==> config.mk <==
export PLATFORM = sky130hd
export DESIGN_NAME = mbm_bus_request_block
export DESIGN_NICKNAME = d
export VERILOG_FILES = /design/src/include/mbm_pkg.sv /design/src/rtl/mbm_crc16.sv /design/src/rtl/mbm_bus_request_block.sv
export SDC_FILE = /design/constraint.sdc
export NUM_CORES = 2
export LEC_CHECK = 0
export BUFFER_PORTS_ARGS = -buffer_cell sky130_fd_sc_hd__buf_4
export CORE_ASPECT_RATIO = 0.7
export CORE_MARGIN = 1
export CORE_UTILIZATION = 60
export DETAILED_ROUTE_END_ITERATION = 10
export PLACE_DENSITY_LB_ADDON = 0.15
export SYNTH_ARGS = -nofsm -noshare
export SYNTH_HDL_FRONTEND = slang
export SYNTH_HIERARCHICAL = 1
export SYNTH_SLANG_ARGS = --single-unit
==> constraint.sdc <==
create_clock -name clk -period 5.02 [get_ports clk]
set_input_delay 0.251 -clock clk [delete_from_list [all_inputs] [get_ports clk]]
set_output_delay 0.251 -clock clk [all_outputs]
set_load 0.01 [all_outputs]
==> src/include/mbm_pkg.sv <==
// Shared constants and types of the Modbus RTU master request framer.
// Assumes a single 100 MHz clock and byte streams to and from a UART.
package mbm_pkg;

  // Function codes.
  localparam logic [7:0] FC_RD_COILS = 8'h01;
  localparam logic [7:0] FC_RD_REGS = 8'h03;
  localparam logic [7:0] FC_WR_COIL = 8'h05;
  localparam logic [7:0] FC_WR_REGS = 8'h10;

  // Quantity limits and buffer depth.
  localparam logic [15:0] COIL_LIMIT = 16'h0190;
  localparam logic [15:0] WORD_LIMIT = 16'h0019;
  localparam int unsigned MAX_WORDS = 32'h0000_0019;
  localparam logic [15:0] COIL_WORD_RND = 16'h000F;
  localparam logic [15:0] COIL_BYTE_RND = 16'h0007;
  localparam int unsigned COIL_WORD_SH = 32'h0000_0004;
  localparam int unsigned COIL_BYTE_SH = 32'h0000_0003;

  // CRC16 engine.
  localparam logic [15:0] CRC_INIT = 16'hFFFF;
  localparam logic [15:0] CRC_POLY = 16'hA001;
  localparam logic [15:0] CRC_OK = 16'h0000;
  localparam int unsigned BYTE_BITS = 32'h0000_0008;

  // Byte positions in request and reply frames.
  localparam logic [5:0] POS_ID = 6'h00;
  localparam logic [5:0] POS_FC = 6'h01;
  localparam logic [5:0] POS_ADR_H = 6'h02;
  localparam logic [5:0] POS_ADR_L = 6'h03;
  localparam logic [5:0] POS_QTY_H = 6'h04;
  localparam logic [5:0] POS_QTY_L = 6'h05;
  localparam logic [5:0] POS_BCNT = 6'h06;
  localparam logic [5:0] POS_WDATA = 6'h07;
  localparam logic [5:0] RSP_BCNT_POS = 6'h02;
  localparam logic [5:0] RD_DATA_POS = 6'h03;

  // Frame lengths.
  localparam logic [5:0] REQ_FIX_LEN = 6'h08;
  localparam logic [5:0] WREG_OVH = 6'h09;
  localparam logic [5:0] CRC_LEN = 6'h02;
  localparam logic [5:0] EXC_LEN = 6'h05;
  localparam logic [5:0] RD_RSP_OVH = 6'h05;

  // Reply timeout.
  localparam int unsigned RSP_TIMEOUT_US = 32'h0001_86A0;
  localparam int unsigned CLK_MHZ = 32'h0000_0064;
  localparam int unsigned RSP_TIMEOUT_CYC = RSP_TIMEOUT_US * CLK_MHZ;

  typedef enum logic [1:0] {
    MODE_RD_COILS = 2'h0,
    MODE_WR_COIL = 2'h1,
    MODE_RD_REGS = 2'h2,
    MODE_WR_REGS = 2'h3
  } mbm_mode_t;

endpackage

==> src/rtl/mbm_crc16.sv <==
// One byte step of the Modbus CRC16 (reflected polynomial).
// Purely combinational; the caller holds the running value.
module mbm_crc16 (
  input logic [15:0] crc_in,
  input logic [7:0] byte_in,
  output logic [15:0] crc_out
);

  always_comb begin
    logic [15:0] c;
    c = crc_in ^ {8'h00, byte_in};
    for (int b = 0; b < mbm_pkg::BYTE_BITS; b++) begin
      c = c[0] ? ((c >> 1) ^ mbm_pkg::CRC_POLY) : (c >> 1);
    end
    crc_out = c;
  end

endmodule

==> src/rtl/mbm_bus_request_block.sv <==
// Modbus RTU master: builds request frames, checks replies, keeps a data buffer.
// Assumes a UART byte stream on clk; trigger and rx bytes come from the same clock.
module mbm_bus_request_block #(
  parameter int unsigned NWORDS = mbm_pkg::MAX_WORDS,
  parameter int unsigned RSP_TIMEOUT_CYC = mbm_pkg::RSP_TIMEOUT_CYC
) (
  input logic clk,
  input logic rst,
  input logic trigger,
  input mbm_pkg::mbm_mode_t mode,
  input logic [6:0] slave_id,
  input logic addr_is_reg,
  input logic [15:0] addr_const,
  input logic [15:0] count_const,
  input logic [15:0] address_source_reg,
  input logic [15:0] count_source_reg,
  input logic buf_wr_en,
  input logic [4:0] buf_wr_idx,
  input logic [15:0] buf_wr_data,
  input logic [4:0] buf_rd_idx,
  output logic [15:0] buf_rd_data,
  output logic [7:0] tx_data,
  output logic tx_valid,
  input logic tx_ready,
  output logic tx_de,
  input logic [7:0] rx_data,
  input logic rx_valid,
  output logic busy,
  output logic done,
  output logic fail
);

  typedef enum logic [3:0] {
    ST_IDLE = 4'h1,
    ST_SEND = 4'h2,
    ST_WAIT = 4'h4,
    ST_DONE = 4'h8
  } mbm_state_t;

  mbm_state_t state_r, state_nxt;
  logic trig_d_r;
  mbm_pkg::mbm_mode_t mode_r;
  logic [7:0] id_r, fc_r, bc_r, fc_w, bc_w;
  logic [15:0] addr_r, qty_r, words_r;
  logic [15:0] cnt_src_w, cnt_lim_w, qty_w, words_w;
  logic [5:0] tx_idx_r, tx_len_r, rx_idx_r, rx_len_r;
  logic [15:0] tx_crc_r, rx_crc_r, tx_crc_nxt, rx_crc_nxt;
  logic rx_bad_r;
  logic [31:0] tmo_r;
  logic [15:0] data_buf [NWORDS];
  logic [15:0] stage [NWORDS];
  logic [7:0] tx_data_r, tx_byte_w;
  logic tx_valid_r, tx_de_r, busy_r, done_r, fail_r;
  logic [15:0] buf_rd_data_r;

  wire start_w = (state_r == ST_IDLE) && trigger && !trig_d_r;
  wire rd_mode_w = (mode_r == mbm_pkg::MODE_RD_COILS) || (mode_r == mbm_pkg::MODE_RD_REGS);
  wire slot_w = !tx_valid_r || tx_ready;
  wire [5:0] tx_crc_pos_w = tx_len_r - mbm_pkg::CRC_LEN;
  wire rx_take_w = (state_r == ST_WAIT) && rx_valid;
  wire rx_last_w = rx_take_w && (rx_idx_r + 6'h01 == rx_len_r);
  wire tmo_hit_w = (state_r == ST_WAIT) && !rx_valid && (tmo_r == RSP_TIMEOUT_CYC - 1);
  wire ok_w = (rx_crc_r == mbm_pkg::CRC_OK) && !rx_bad_r;
  wire commit_w = (state_r == ST_DONE) && ok_w && rd_mode_w;
  wire [5:0] stage_off_w = rx_idx_r - mbm_pkg::RD_DATA_POS;
  wire stage_we_w = rx_take_w && rd_mode_w && (rx_idx_r >= mbm_pkg::RD_DATA_POS) &&
                    (stage_off_w < bc_r[5:0]);

  // Request field selection and quantity limits.
  always_comb begin
    cnt_src_w = addr_is_reg ? count_source_reg : count_const;
    cnt_lim_w = (mode == mbm_pkg::MODE_RD_COILS) ? mbm_pkg::COIL_LIMIT : mbm_pkg::WORD_LIMIT;
    qty_w = (cnt_src_w > cnt_lim_w) ? cnt_lim_w : cnt_src_w;
    case (mode)
      mbm_pkg::MODE_RD_COILS: fc_w = mbm_pkg::FC_RD_COILS;
      mbm_pkg::MODE_WR_COIL: fc_w = mbm_pkg::FC_WR_COIL;
      mbm_pkg::MODE_RD_REGS: fc_w = mbm_pkg::FC_RD_REGS;
      default: fc_w = mbm_pkg::FC_WR_REGS;
    endcase
    if (mode == mbm_pkg::MODE_RD_COILS) begin
      words_w = (qty_w + mbm_pkg::COIL_WORD_RND) >> mbm_pkg::COIL_WORD_SH;
      bc_w = 8'((qty_w + mbm_pkg::COIL_BYTE_RND) >> mbm_pkg::COIL_BYTE_SH);
    end else begin
      words_w = qty_w;
      bc_w = {qty_w[6:0], 1'b0};
    end
  end

  // Byte at position i of the request frame, CRC excluded.
  function automatic logic [7:0] frame_byte(input logic [5:0] i);
    logic [5:0] d;
    logic [15:0] w;
    d = i - mbm_pkg::POS_WDATA;
    w = data_buf[d[5:1]];
    case (i)
      mbm_pkg::POS_ID: frame_byte = id_r;
      mbm_pkg::POS_FC: frame_byte = fc_r;
      mbm_pkg::POS_ADR_H: frame_byte = addr_r[15:8];
      mbm_pkg::POS_ADR_L: frame_byte = addr_r[7:0];
      mbm_pkg::POS_QTY_H: frame_byte = (mode_r == mbm_pkg::MODE_WR_COIL) ?
                                       data_buf[0][15:8] : qty_r[15:8];
      mbm_pkg::POS_QTY_L: frame_byte = (mode_r == mbm_pkg::MODE_WR_COIL) ?
                                       data_buf[0][7:0] : qty_r[7:0];
      mbm_pkg::POS_BCNT: frame_byte = {qty_r[6:0], 1'b0};
      default: frame_byte = d[0] ? w[7:0] : w[15:8];
    endcase
  endfunction

  always_comb tx_byte_w = frame_byte(tx_idx_r);
  mbm_crc16 u_tx_crc (
    .crc_in(tx_crc_r),
    .byte_in(tx_byte_w),
    .crc_out(tx_crc_nxt)
  );

  mbm_crc16 u_rx_crc (
    .crc_in(rx_crc_r),
    .byte_in(rx_data),
    .crc_out(rx_crc_nxt)
  );

  always_comb begin
    state_nxt = state_r;
    case (state_r)
      ST_IDLE: if (start_w) state_nxt = ST_SEND;
      ST_SEND: if (slot_w && tx_idx_r == tx_len_r) state_nxt = ST_WAIT;
      ST_WAIT: begin
        if (rx_last_w) state_nxt = ST_DONE;
        else if (tmo_hit_w) state_nxt = ST_IDLE;
      end
      ST_DONE: state_nxt = ST_IDLE;
      default: state_nxt = ST_IDLE;
    endcase
  end

  always_ff @(posedge clk) begin
    if (rst) begin
      state_r <= ST_IDLE;
      trig_d_r <= 1'b0;
      busy_r <= 1'b0;
      tx_de_r <= 1'b0;
      done_r <= 1'b0;
      fail_r <= 1'b0;
    end else begin
      state_r <= state_nxt;
      trig_d_r <= trigger;
      busy_r <= state_nxt != ST_IDLE;
      tx_de_r <= state_nxt == ST_SEND;
      done_r <= (state_r == ST_DONE) && ok_w;
      fail_r <= ((state_r == ST_DONE) && !ok_w) || tmo_hit_w;
    end
  end

  // Request parameters are captured once per transaction.
  always_ff @(posedge clk) begin
    if (rst) begin
      mode_r <= mbm_pkg::MODE_RD_COILS;
      id_r <= 8'h00;
      fc_r <= 8'h00;
      addr_r <= 16'h0000;
      qty_r <= 16'h0000;
      words_r <= 16'h0000;
      bc_r <= 8'h00;
      tx_len_r <= mbm_pkg::REQ_FIX_LEN;
    end else if (start_w) begin
      mode_r <= mode;
      id_r <= {1'b0, slave_id};
      fc_r <= fc_w;
      addr_r <= addr_is_reg ? address_source_reg : addr_const;
      qty_r <= qty_w;
      words_r <= words_w;
      bc_r <= bc_w;
      tx_len_r <= (mode == mbm_pkg::MODE_WR_REGS) ?
                  mbm_pkg::WREG_OVH + {qty_w[4:0], 1'b0} : mbm_pkg::REQ_FIX_LEN;
    end
  end

  // Transmit side; CRC goes out low byte first.
  always_ff @(posedge clk) begin
    if (rst || start_w) begin
      tx_valid_r <= 1'b0;
      tx_data_r <= 8'h00;
      tx_idx_r <= 6'h00;
      tx_crc_r <= mbm_pkg::CRC_INIT;
    end else if (state_r == ST_SEND && slot_w) begin
      if (tx_idx_r < tx_len_r) begin
        tx_valid_r <= 1'b1;
        tx_idx_r <= tx_idx_r + 6'h01;
        if (tx_idx_r == tx_crc_pos_w) begin
          tx_data_r <= tx_crc_r[7:0];
        end else if (tx_idx_r > tx_crc_pos_w) begin
          tx_data_r <= tx_crc_r[15:8];
        end else begin
          tx_data_r <= frame_byte(tx_idx_r);
          tx_crc_r <= tx_crc_nxt;
        end
      end else begin
        tx_valid_r <= 1'b0;
      end
    end
  end

  // Receive side checks every header byte and the trailer residue.
  always_ff @(posedge clk) begin
    if (rst || start_w) begin
      rx_idx_r <= 6'h00;
      rx_len_r <= mbm_pkg::REQ_FIX_LEN;
      rx_crc_r <= mbm_pkg::CRC_INIT;
      rx_bad_r <= 1'b0;
    end else if (rx_take_w) begin
      rx_idx_r <= rx_idx_r + 6'h01;
      rx_crc_r <= rx_crc_nxt;
      if (rx_idx_r == mbm_pkg::POS_ID && rx_data != id_r) rx_bad_r <= 1'b1;
      if (rx_idx_r == mbm_pkg::POS_FC && rx_data != fc_r) begin
        rx_bad_r <= 1'b1;
        rx_len_r <= mbm_pkg::EXC_LEN;
      end
      if (rd_mode_w && !rx_bad_r && rx_idx_r == mbm_pkg::RSP_BCNT_POS) begin
        if (rx_data != bc_r) rx_bad_r <= 1'b1;
        rx_len_r <= bc_r[5:0] + mbm_pkg::RD_RSP_OVH;
      end
      if (!rd_mode_w && rx_idx_r >= mbm_pkg::POS_ADR_H && rx_idx_r <= mbm_pkg::POS_QTY_L &&
          rx_data != frame_byte(rx_idx_r)) rx_bad_r <= 1'b1;
    end
  end

  always_ff @(posedge clk) begin
    if (rst || state_r != ST_WAIT || rx_valid) tmo_r <= 32'h0000_0000;
    else tmo_r <= tmo_r + 32'h0000_0001;
  end

  // Reply words land in a staging copy and reach the buffer only on a clean frame.
  // A commit wins over a user write to the same word in the same cycle.
  for (genvar g = 0; g < NWORDS; g++) begin : g_word
    always_ff @(posedge clk) begin
      if (rst || start_w) begin
        stage[g] <= 16'h0000;
      end else if (stage_we_w && stage_off_w[5:1] == 5'(g)) begin
        if (stage_off_w[0]) stage[g][7:0] <= rx_data;
        else stage[g][15:8] <= rx_data;
      end
    end
    always_ff @(posedge clk) begin
      if (rst) data_buf[g] <= 16'h0000;
      else if (commit_w && 16'(g) < words_r) data_buf[g] <= stage[g];
      else if (buf_wr_en && buf_wr_idx == 5'(g)) data_buf[g] <= buf_wr_data;
    end
  end

  always_ff @(posedge clk) begin
    if (rst) buf_rd_data_r <= 16'h0000;
    else buf_rd_data_r <= data_buf[buf_rd_idx];
  end

  assign buf_rd_data = buf_rd_data_r;
  assign tx_data = tx_data_r;
  assign tx_valid = tx_valid_r;
  assign tx_de = tx_de_r;
  assign busy = busy_r;
  assign done = done_r;
  assign fail = fail_r;

  first_byte_a: assert property (@(posedge clk) disable iff (rst)
    start_w |-> ##2 tx_valid_r && tx_data_r == {1'b0, $past(slave_id, 2)})
    else $error("first request byte is not the slave id");
  coil_fc_a: assert property (@(posedge clk) disable iff (rst)
    start_w && mode == mbm_pkg::MODE_RD_COILS |=> fc_r == mbm_pkg::FC_RD_COILS)
    else $error("read coils function code wrong");
  addr_const_a: assert property (@(posedge clk) disable iff (rst)
    start_w && !addr_is_reg |=> addr_r == $past(addr_const))
    else $error("constant address not used");
  addr_reg_a: assert property (@(posedge clk) disable iff (rst)
    start_w && addr_is_reg |=> addr_r == $past(address_source_reg))
    else $error("address register not used");
  coil_limit_a: assert property (@(posedge clk) disable iff (rst)
    start_w && mode == mbm_pkg::MODE_RD_COILS && cnt_src_w > mbm_pkg::COIL_LIMIT
    |=> qty_r == mbm_pkg::COIL_LIMIT)
    else $error("coil quantity not clamped");
  word_limit_a: assert property (@(posedge clk) disable iff (rst)
    start_w && mode != mbm_pkg::MODE_RD_COILS |=> qty_r <= mbm_pkg::WORD_LIMIT)
    else $error("word quantity above limit");
  wreg_len_a: assert property (@(posedge clk) disable iff (rst)
    start_w && mode == mbm_pkg::MODE_WR_REGS
    |=> tx_len_r == mbm_pkg::WREG_OVH + {qty_r[4:0], 1'b0})
    else $error("write registers frame length wrong");
  tx_hold_a: assert property (@(posedge clk) disable iff (rst)
    tx_valid_r && !tx_ready |=> tx_valid_r && $stable(tx_data_r))
    else $error("tx byte dropped under stall");
  bad_frame_a: assert property (@(posedge clk) disable iff (rst)
    state_r == ST_DONE && !ok_w |=> fail_r && !done_r && $stable(data_buf[0]))
    else $error("failed reply was not discarded");

endmodule

# ---- Word level (Yosys, flattened, before mapping)
# Memories as Yosys holds them, arrays and structs flattened. A register that Yosys moved wholly into a read port is not among the register bits.
# Index checks and enable logic that the tools add are counted.
dict set report word_totals {
  mem_bits_rw 800
  inputBits 114
  ff_bits 180
  mem_count 2
  wordCells 866
  output_inout_bits 29
}
# memory depth width read_ports rd_clocked_by_memory_dff write_ports line_no
set memory_table {}
lappend memory_table {data_buf 25 16 4 1 25 mbm_bus_request_block.sv:50} ;# logic [15:0] data_buf [NWORDS];
lappend memory_table {stage 25 16 25 0 25 mbm_bus_request_block.sv:51} ;# logic [15:0] stage [NWORDS];
dict set report op_classes {
  bitwise 120
  n_addsub 11
  muxes 478
  order_cmp 32
  n_eq_ne 80
  n_reduce_logical 120
}
# operator count
set ops {}
lappend ops {{16-bit two-way mux} 70}
lappend ops {{8-bit two-way mux} 59}
lappend ops {{1-bit two-way mux} 337}
lappend ops {{5-bit by 16-bit less-than comparator with 1-bit output (first input constant)} 9}
lappend ops {{4-bit by 16-bit less-than comparator with 1-bit output (first input constant)} 8}
lappend ops {{8-bit one-hot mux with 7 select lines} 2}
lappend ops {{1-bit bitwise OR} 100}
lappend ops {{1-bit logical AND} 97}
lappend ops {{5-bit equality test (second input constant)} 18}
lappend ops {{5-bit by 4-bit equality test with 1-bit output (second input constant)} 16}
lappend ops {{3-bit by 16-bit less-than comparator with 1-bit output (first input constant)} 4}
lappend ops {{2-bit inverter with 3-bit output} 16}
lappend ops {{5-bit by 3-bit equality test with 1-bit output (second input constant)} 8}
lappend ops {{6-bit by 3-bit equality test with 1-bit output (second input constant)} 6}
lappend ops {{32-bit by 1-bit adder with 32-bit output (second input constant)} 1}
lappend ops {{32-bit by 24-bit equality test with 1-bit output (second input constant)} 1}
lappend ops {{1-bit by 16-bit less-than comparator with 1-bit output (first input constant)} 2}
lappend ops {{2-bit by 16-bit less-than comparator with 1-bit output (first input constant)} 2}
lappend ops {{16-bit by 8-bit XOR with 16-bit output} 2}
lappend ops {{6-bit by 2-bit equality test with 1-bit output (second input constant)} 4}
lappend ops {{8-bit != test} 3}
lappend ops {{5-bit by 2-bit equality test with 1-bit output (second input constant)} 4}
lappend ops {{6-bit equality test} 3}
lappend ops {{6-bit two-way mux} 3}
lappend ops {{37 further kinds} 66}

# ---- Logic depth before layout (Yosys ltp)
# An unclocked memory read counts as a cell.
dict set report depth {
  depth_word 21
  ltp_mapped 18
}

# ---- Hierarchy
# The synthesis kept the hierarchy.
# module area_each_um2 cells_per_inst seq_area_each_um2 n_inst
set by_module_without_submodules {}
lappend by_module_without_submodules {mbm_bus_request_block 52190.1 4101 27846.7 1}
lappend by_module_without_submodules {mbm_crc16 251.5 26 0.0 2}

# ---- Worst setup path after synthesis
# Ideal clock, no wire load.
dict set report synth_timing {
  kind {reg-to-reg}
  start {register tx_idx_r[0]}
  end {register tx_crc_r[0]}
  period_less_slack_ns 4.405
  path_stages_with_launch 18
  setup_time_ns 0.137
  t_arrival_ns 4.268
  t_required_ns 4.883
  n_path_buf 3
  path_slack_ns 0.615
  path_cell_list {dfxtp_1 > inv_1 > ha_1 > buf_2 > buf_2 > buf_2 > mux4_2 > mux2i_1 > mux2i_1 > a211oi_1 > a21oi_1 > and2_1 > xnor2_1 > xnor2_1 > xor3_2 > xnor3_1 > nand3_1 > nand3_1}
}
dict set report synth_between {
  elab_chain_cells 14
  word_cells_on_any_way 33
}
# element line_no
set synth_lines {}
lappend synth_lines {{start: declaration} mbm_bus_request_block.sv:46} ;# logic [5:0] tx_idx_r, tx_len_r, rx_idx_r, rx_len_r;
lappend synth_lines {{start signal: assignment} mbm_bus_request_block.sv:188} ;# tx_idx_r <= tx_idx_r + 6'h01;
lappend synth_lines {{6-bit by 3-bit subtractor with 6-bit output} mbm_bus_request_block.sv:93} ;# d = i - mbm_pkg::POS_WDATA;
lappend synth_lines {{memory 25 x 16 bit} -}
lappend synth_lines {{8-bit two-way mux} -}
lappend synth_lines {{8-bit one-hot mux with 7 select lines (*)} -}
lappend synth_lines {{named net tx_byte_w[2]} mbm_bus_request_block.sv:52} ;# logic [7:0] tx_data_r, tx_byte_w;
lappend synth_lines {{16-bit by 8-bit XOR with 16-bit output (*)} mbm_crc16.sv:11} ;# c = crc_in ^ {8'h00, byte_in};
lappend synth_lines {{16-bit two-way mux (*)} mbm_crc16.sv:13} ;# c = c[0] ? ((c >> 1) ^ mbm_pkg::CRC_POLY) : (c >> 1);
lappend synth_lines {{2-bit inverter with 3-bit output (no source line)} -}
lappend synth_lines {{16-bit two-way mux (*) (7 in a row)} mbm_crc16.sv:13}
lappend synth_lines {{named net tx_crc_nxt[0]} mbm_bus_request_block.sv:47} ;# logic [15:0] tx_crc_r, rx_crc_r, tx_crc_nxt, rx_crc_nxt;
lappend synth_lines {{end signal: assignment} mbm_bus_request_block.sv:184} ;# tx_crc_r <= mbm_pkg::CRC_INIT;
lappend synth_lines {{end signal: assignment} mbm_bus_request_block.sv:195} ;# tx_crc_r <= tx_crc_nxt;
lappend synth_lines {{end: declaration} mbm_bus_request_block.sv:47}
# Mark *: on every way through the listed nets, which the timed path passes. The rest lies on a longest branch.
# A chain may end at the register's enable or synchronous reset.

# ---- Worst setup path after layout
dict set report layout_timing {
  start {register tx_idx_r[1]}
  end {register tx_crc_r[0]}
}
dict set report layout_between {
  elab_chain_cells 14
  word_cells_on_any_way 33
}
# element line_no
set layout_lines {}
lappend layout_lines {{6-bit by 3-bit subtractor with 6-bit output} mbm_bus_request_block.sv:93}
lappend layout_lines {{memory 25 x 16 bit} -}
lappend layout_lines {{8-bit two-way mux} -}
lappend layout_lines {{8-bit one-hot mux with 7 select lines (*)} -}
lappend layout_lines {{named net tx_byte_w[5]} mbm_bus_request_block.sv:52}
lappend layout_lines {{16-bit by 8-bit XOR with 16-bit output (*)} mbm_crc16.sv:11}
lappend layout_lines {{16-bit two-way mux (*) (4 in a row)} mbm_crc16.sv:13}
lappend layout_lines {{2-bit inverter with 3-bit output (no source line)} -}
lappend layout_lines {{16-bit two-way mux (*) (4 in a row)} mbm_crc16.sv:13}
lappend layout_lines {{named net tx_crc_nxt[0]} mbm_bus_request_block.sv:47}
# Marked as above.

==> impl_metrics.toml <==
[run_status]
status = "finished with violations"
violations = "DRC"

[yosys]
postSynthAreaPerCell_um2 = 12.7
ys_seq_elements = 991
syn_area_um2 = 52700
synth_compound_area_share_pct = 12.4
synth-edff-count = 800
async_flop_share_pct = 0
synthAdderAreaFrac_pct = 0.807
yosys.area_share.simple_pct = 12.3
yosys_warnings = 6
yosys_most_used_dff = "edfxtp_1"
synthMuxAreaShare_pct = 15.8
ys_seq_area_share_pct = 52.8
synthCells = 4153
synth.distinct_cells = 93
syn_nets = 4301
synth_xor_area_share_pct = 2.33
synth_top_family_by_area = "multiplexers"

[layout]
layout_common_cells = "edfxtp_1, a22o_1, and2_1, mux4_2, buf_4"
multi_input_area_um2 = 23300
drive_gt1_share_pct = 20.2
fin_area_um2 = 58900
syn2layout_area_growth_pct = 11.9
nNetsFinal = 4368
fill_cells = 6086
layout_commonest_cell = "edfxtp_1"
regArea_um2 = 27800

[sta]
period_share_pct = 95.6
worst_pin_slew_ns = 1.29
maxSlewHeadroom_pct = 13.5
clock_skew_ns = 0.0601
hold_ws_ns = 0.0836
setup_viol = 0
fmax_ghz = 0.208
rsz0062_at_grt = "no"
hold_viol = 0
tns_ns = 0
finalCriticalPeriod_ns = 4.80
slew_viol_final = 0

[drt]
wl_per_cell_um = 37.6
drtIter0Drc = 7544
dr.pass1.iters = 11
ant_nets = 0
drc = 22
via_per_inst = 7.38
drt-total-wl_mm = 205
dr_total_vias = 40275

[global_routing]
track_usage_pct = 45.9
antenna_found_initial = 8
grt_pass1_wl_mm = 283
met2_usage_pct = 61.5
grtUsageMet3_pct = 20.2
grt_util_met1_pct = 64.5
first_global_vias = 36719
overflow = 0
grt_max_degree = 100
grt_busiest_layer = "met1"

[critical_path]
rr_startpoint = "tx_idx_r[1]$_SDFFE_PN0P_"
endpoint_kind = "flip-flop"
arrival_ns = 5.36
path_cells = "ha_1 -> xor2_4 -> buf_12 -> buf_4 -> mux4_2 -> mux4_2 -> and2_0 -> o21ai_1 -> o211ai_1 -> xor2_1 -> xnor2_1 -> xor3_2 -> xnor3_1 -> nand3_1 -> nand3_1"
cp_max_fo = 32
cp-start-kind = "flip-flop"
crit_slowest_cell = "mux4_2"
critPathLaunch = "tx_idx_r[1]$_SDFFE_PN0P_"
worstPathRequired_ns = 5.59
r2r_slack_ns = 0.22
max_stage_delay_ns = 0.58
critPathKind = "flip-flop to flip-flop"

[pwr]
power_frac_clock_pct = 39.5
p_leak_uw = 0.0206
seq_power_share_pct = 51.2
intPower_uw = 14300
swShare_pct = 25.5
switchingPower_uw = 4890
power-per-cell-area_nw_per_um2 = 326
power_frac_comb_pct = 9.4
ir_worst_vdd_mv = 0.298

[floorplanning]
io-pin-count = 143
fp.dieH_um = 250
start_util_pct = 60.8
core_region_area_um2 = 86600
fp.dieArea_um2 = 89000
die_x_um = 356
num_rows = 90

[cts]
clock_latency_ns = 0.73
clockBufferDepth = 3
cts_post_setup_buffers_inserted = 0
clk_pin_slew_ns = 0.07
cts-root-buf = "clkbuf_16"
cts_sinks = 991
cts-buffers-inserted = 92
cts_tree = "yes"
cts_hold_buffers = 43
htreeDepth = 3
cts-resized-gates = 0

[placement]
gp_congestion = 1.06
hpwlAfterDp_mm = 143
portBuffers = 142
dpl_cell_area_um2 = 55200

[hold_path]
hp-class = "input port to flip-flop"
hp-start = "count_const[7]"

[flow_run]
max_cap_violations = 0
power by group through the flow:
stage | clock network [uW] | logic, uW | registers [uW]
after floorplan | 0 | 994 | 9640
after global placement | 0 | 1680 | 9930
after detailed placement | 0 | 1690 | 9930
after CTS | 7560 | 1730 | 9760
after global routing | 7850 | 1830 | 9810
final | 7570 | 1800 | 9820
final cells by class:
cell class | count | area share [%]
Sequential cell | 991 | 47.2
Multi-Input combinational cell | 2735 | 39.5
Timing Repair Buffer | 361 | 5.01
Clock buffer | 125 | 4.42
Tap cell | 1150 | 2.44
Clock inverter | 47 | 1.13
Inverter | 39 | 0.253
Antenna cell | 6 | 0.0255
per-layer routing:
layer / routed length (um) / vias up / part of all wire [%]
met5: 50 / - / 0.024
met4: 10700 / 8 / 5.2
met3: 36800 / 536 / 18
met2: 82400 / 3555 / 40
met1: 75000 / 19941 / 37
li1: - / 16235 / -
critical path: cells and delay by family (launching register included):
| kind | cells | cell delay (ns) |
|---|---|---|
| AOI/OAI and AO/OA | 2 | 0.29 |
| and+or+nand+nor | 3 | 0.36 |
| adders and majority gates | 1 | 0.38 |
| xor gates and xnor gates | 5 | 1.47 |
| DFF | 1 | 0.49 |
| muxes | 2 | 1.09 |
| buffers and inverters | 2 | 0.51 |
registers in the layout (all words and copies together) (netlist names), 2 cells and up:
register and cells:
addr_r 16, bc_r 8, buf_rd_data 16, data_buf 400, fc_r 3, id_r 7, mode_r 2, qty_r 16
rx_crc_r 16, rx_idx_r 6, rx_len_r 6, stage 400, state_r 4, tmo_r 32, tx_crc_r 16, tx_data 8
tx_idx_r 6, tx_len_r 6, words_r 16
cells in the mapped netlist, types with 15 or more instances:
cell type	instances	area [um2]
a21oi_1	96	480
nor4_1	31	194
nor2b_1	15	93.8
and2_1	328	2050
o211ai_1	20	150
xnor2_1	61	534
a211oi_1	40	300
edfxtp_1	800	24000
buf_4	28	210
nor2_1	256	961
nand4_1	23	144
or3_1	15	93.8
buf_1	46	173
o22ai_1	16	100
nor3_1	138	691
a22oi_1	27	203
inv_1	35	131
ha_1	34	425
clkbuf_1	227	852
nand2_1	252	946
a22o_1	407	3560
mux2i_1	122	1220
mux4_2	308	6940
nand3_1	140	701
o21ai_0	110	551
xor2_1	62	543
dfxtp_1	191	3820
buf_2	82	410
worst paths after layout:
check / endpoint / cells after the start
worst max-delay path: tx_crc_r[0]$_SDFFE_PN1P_ / 15
worst min-delay path: words_r[7]$_SDFFE_PP0P_ / 4
worst max register to register: tx_crc_r[0]$_SDFFE_PN1P_ / 15
worst min register to register: tmo_r[0]$_SDFF_PP0_ / 1
through the flow:
stage | utilization (%) | setup slack [ns] | power (uW) | instances
after global placement | 63.8 | 0.364 | 11600 | 5233
after detailed placement | 63.8 | 0.344 | 11600 | 5233
after CTS | 68.0 | 0.303 | 19000 | 5448
after floorplan | - | 0.615 | 10600 | 4153
after global routing | 68.0 | 0.0419 | 19500 | 5448
final | 68.1 | 0.222 | 19200 | 5454
logic make-up after synthesis:
kind of cell,Yosys count
xor gates and xnor gates,129
and+or+nand+nor,1274
AOI/OAI and AO/OA,854
adders and majority gates,34
muxes,444
DFF,991
buffers and inverters,427
Power figures use the tool's default switching activity.
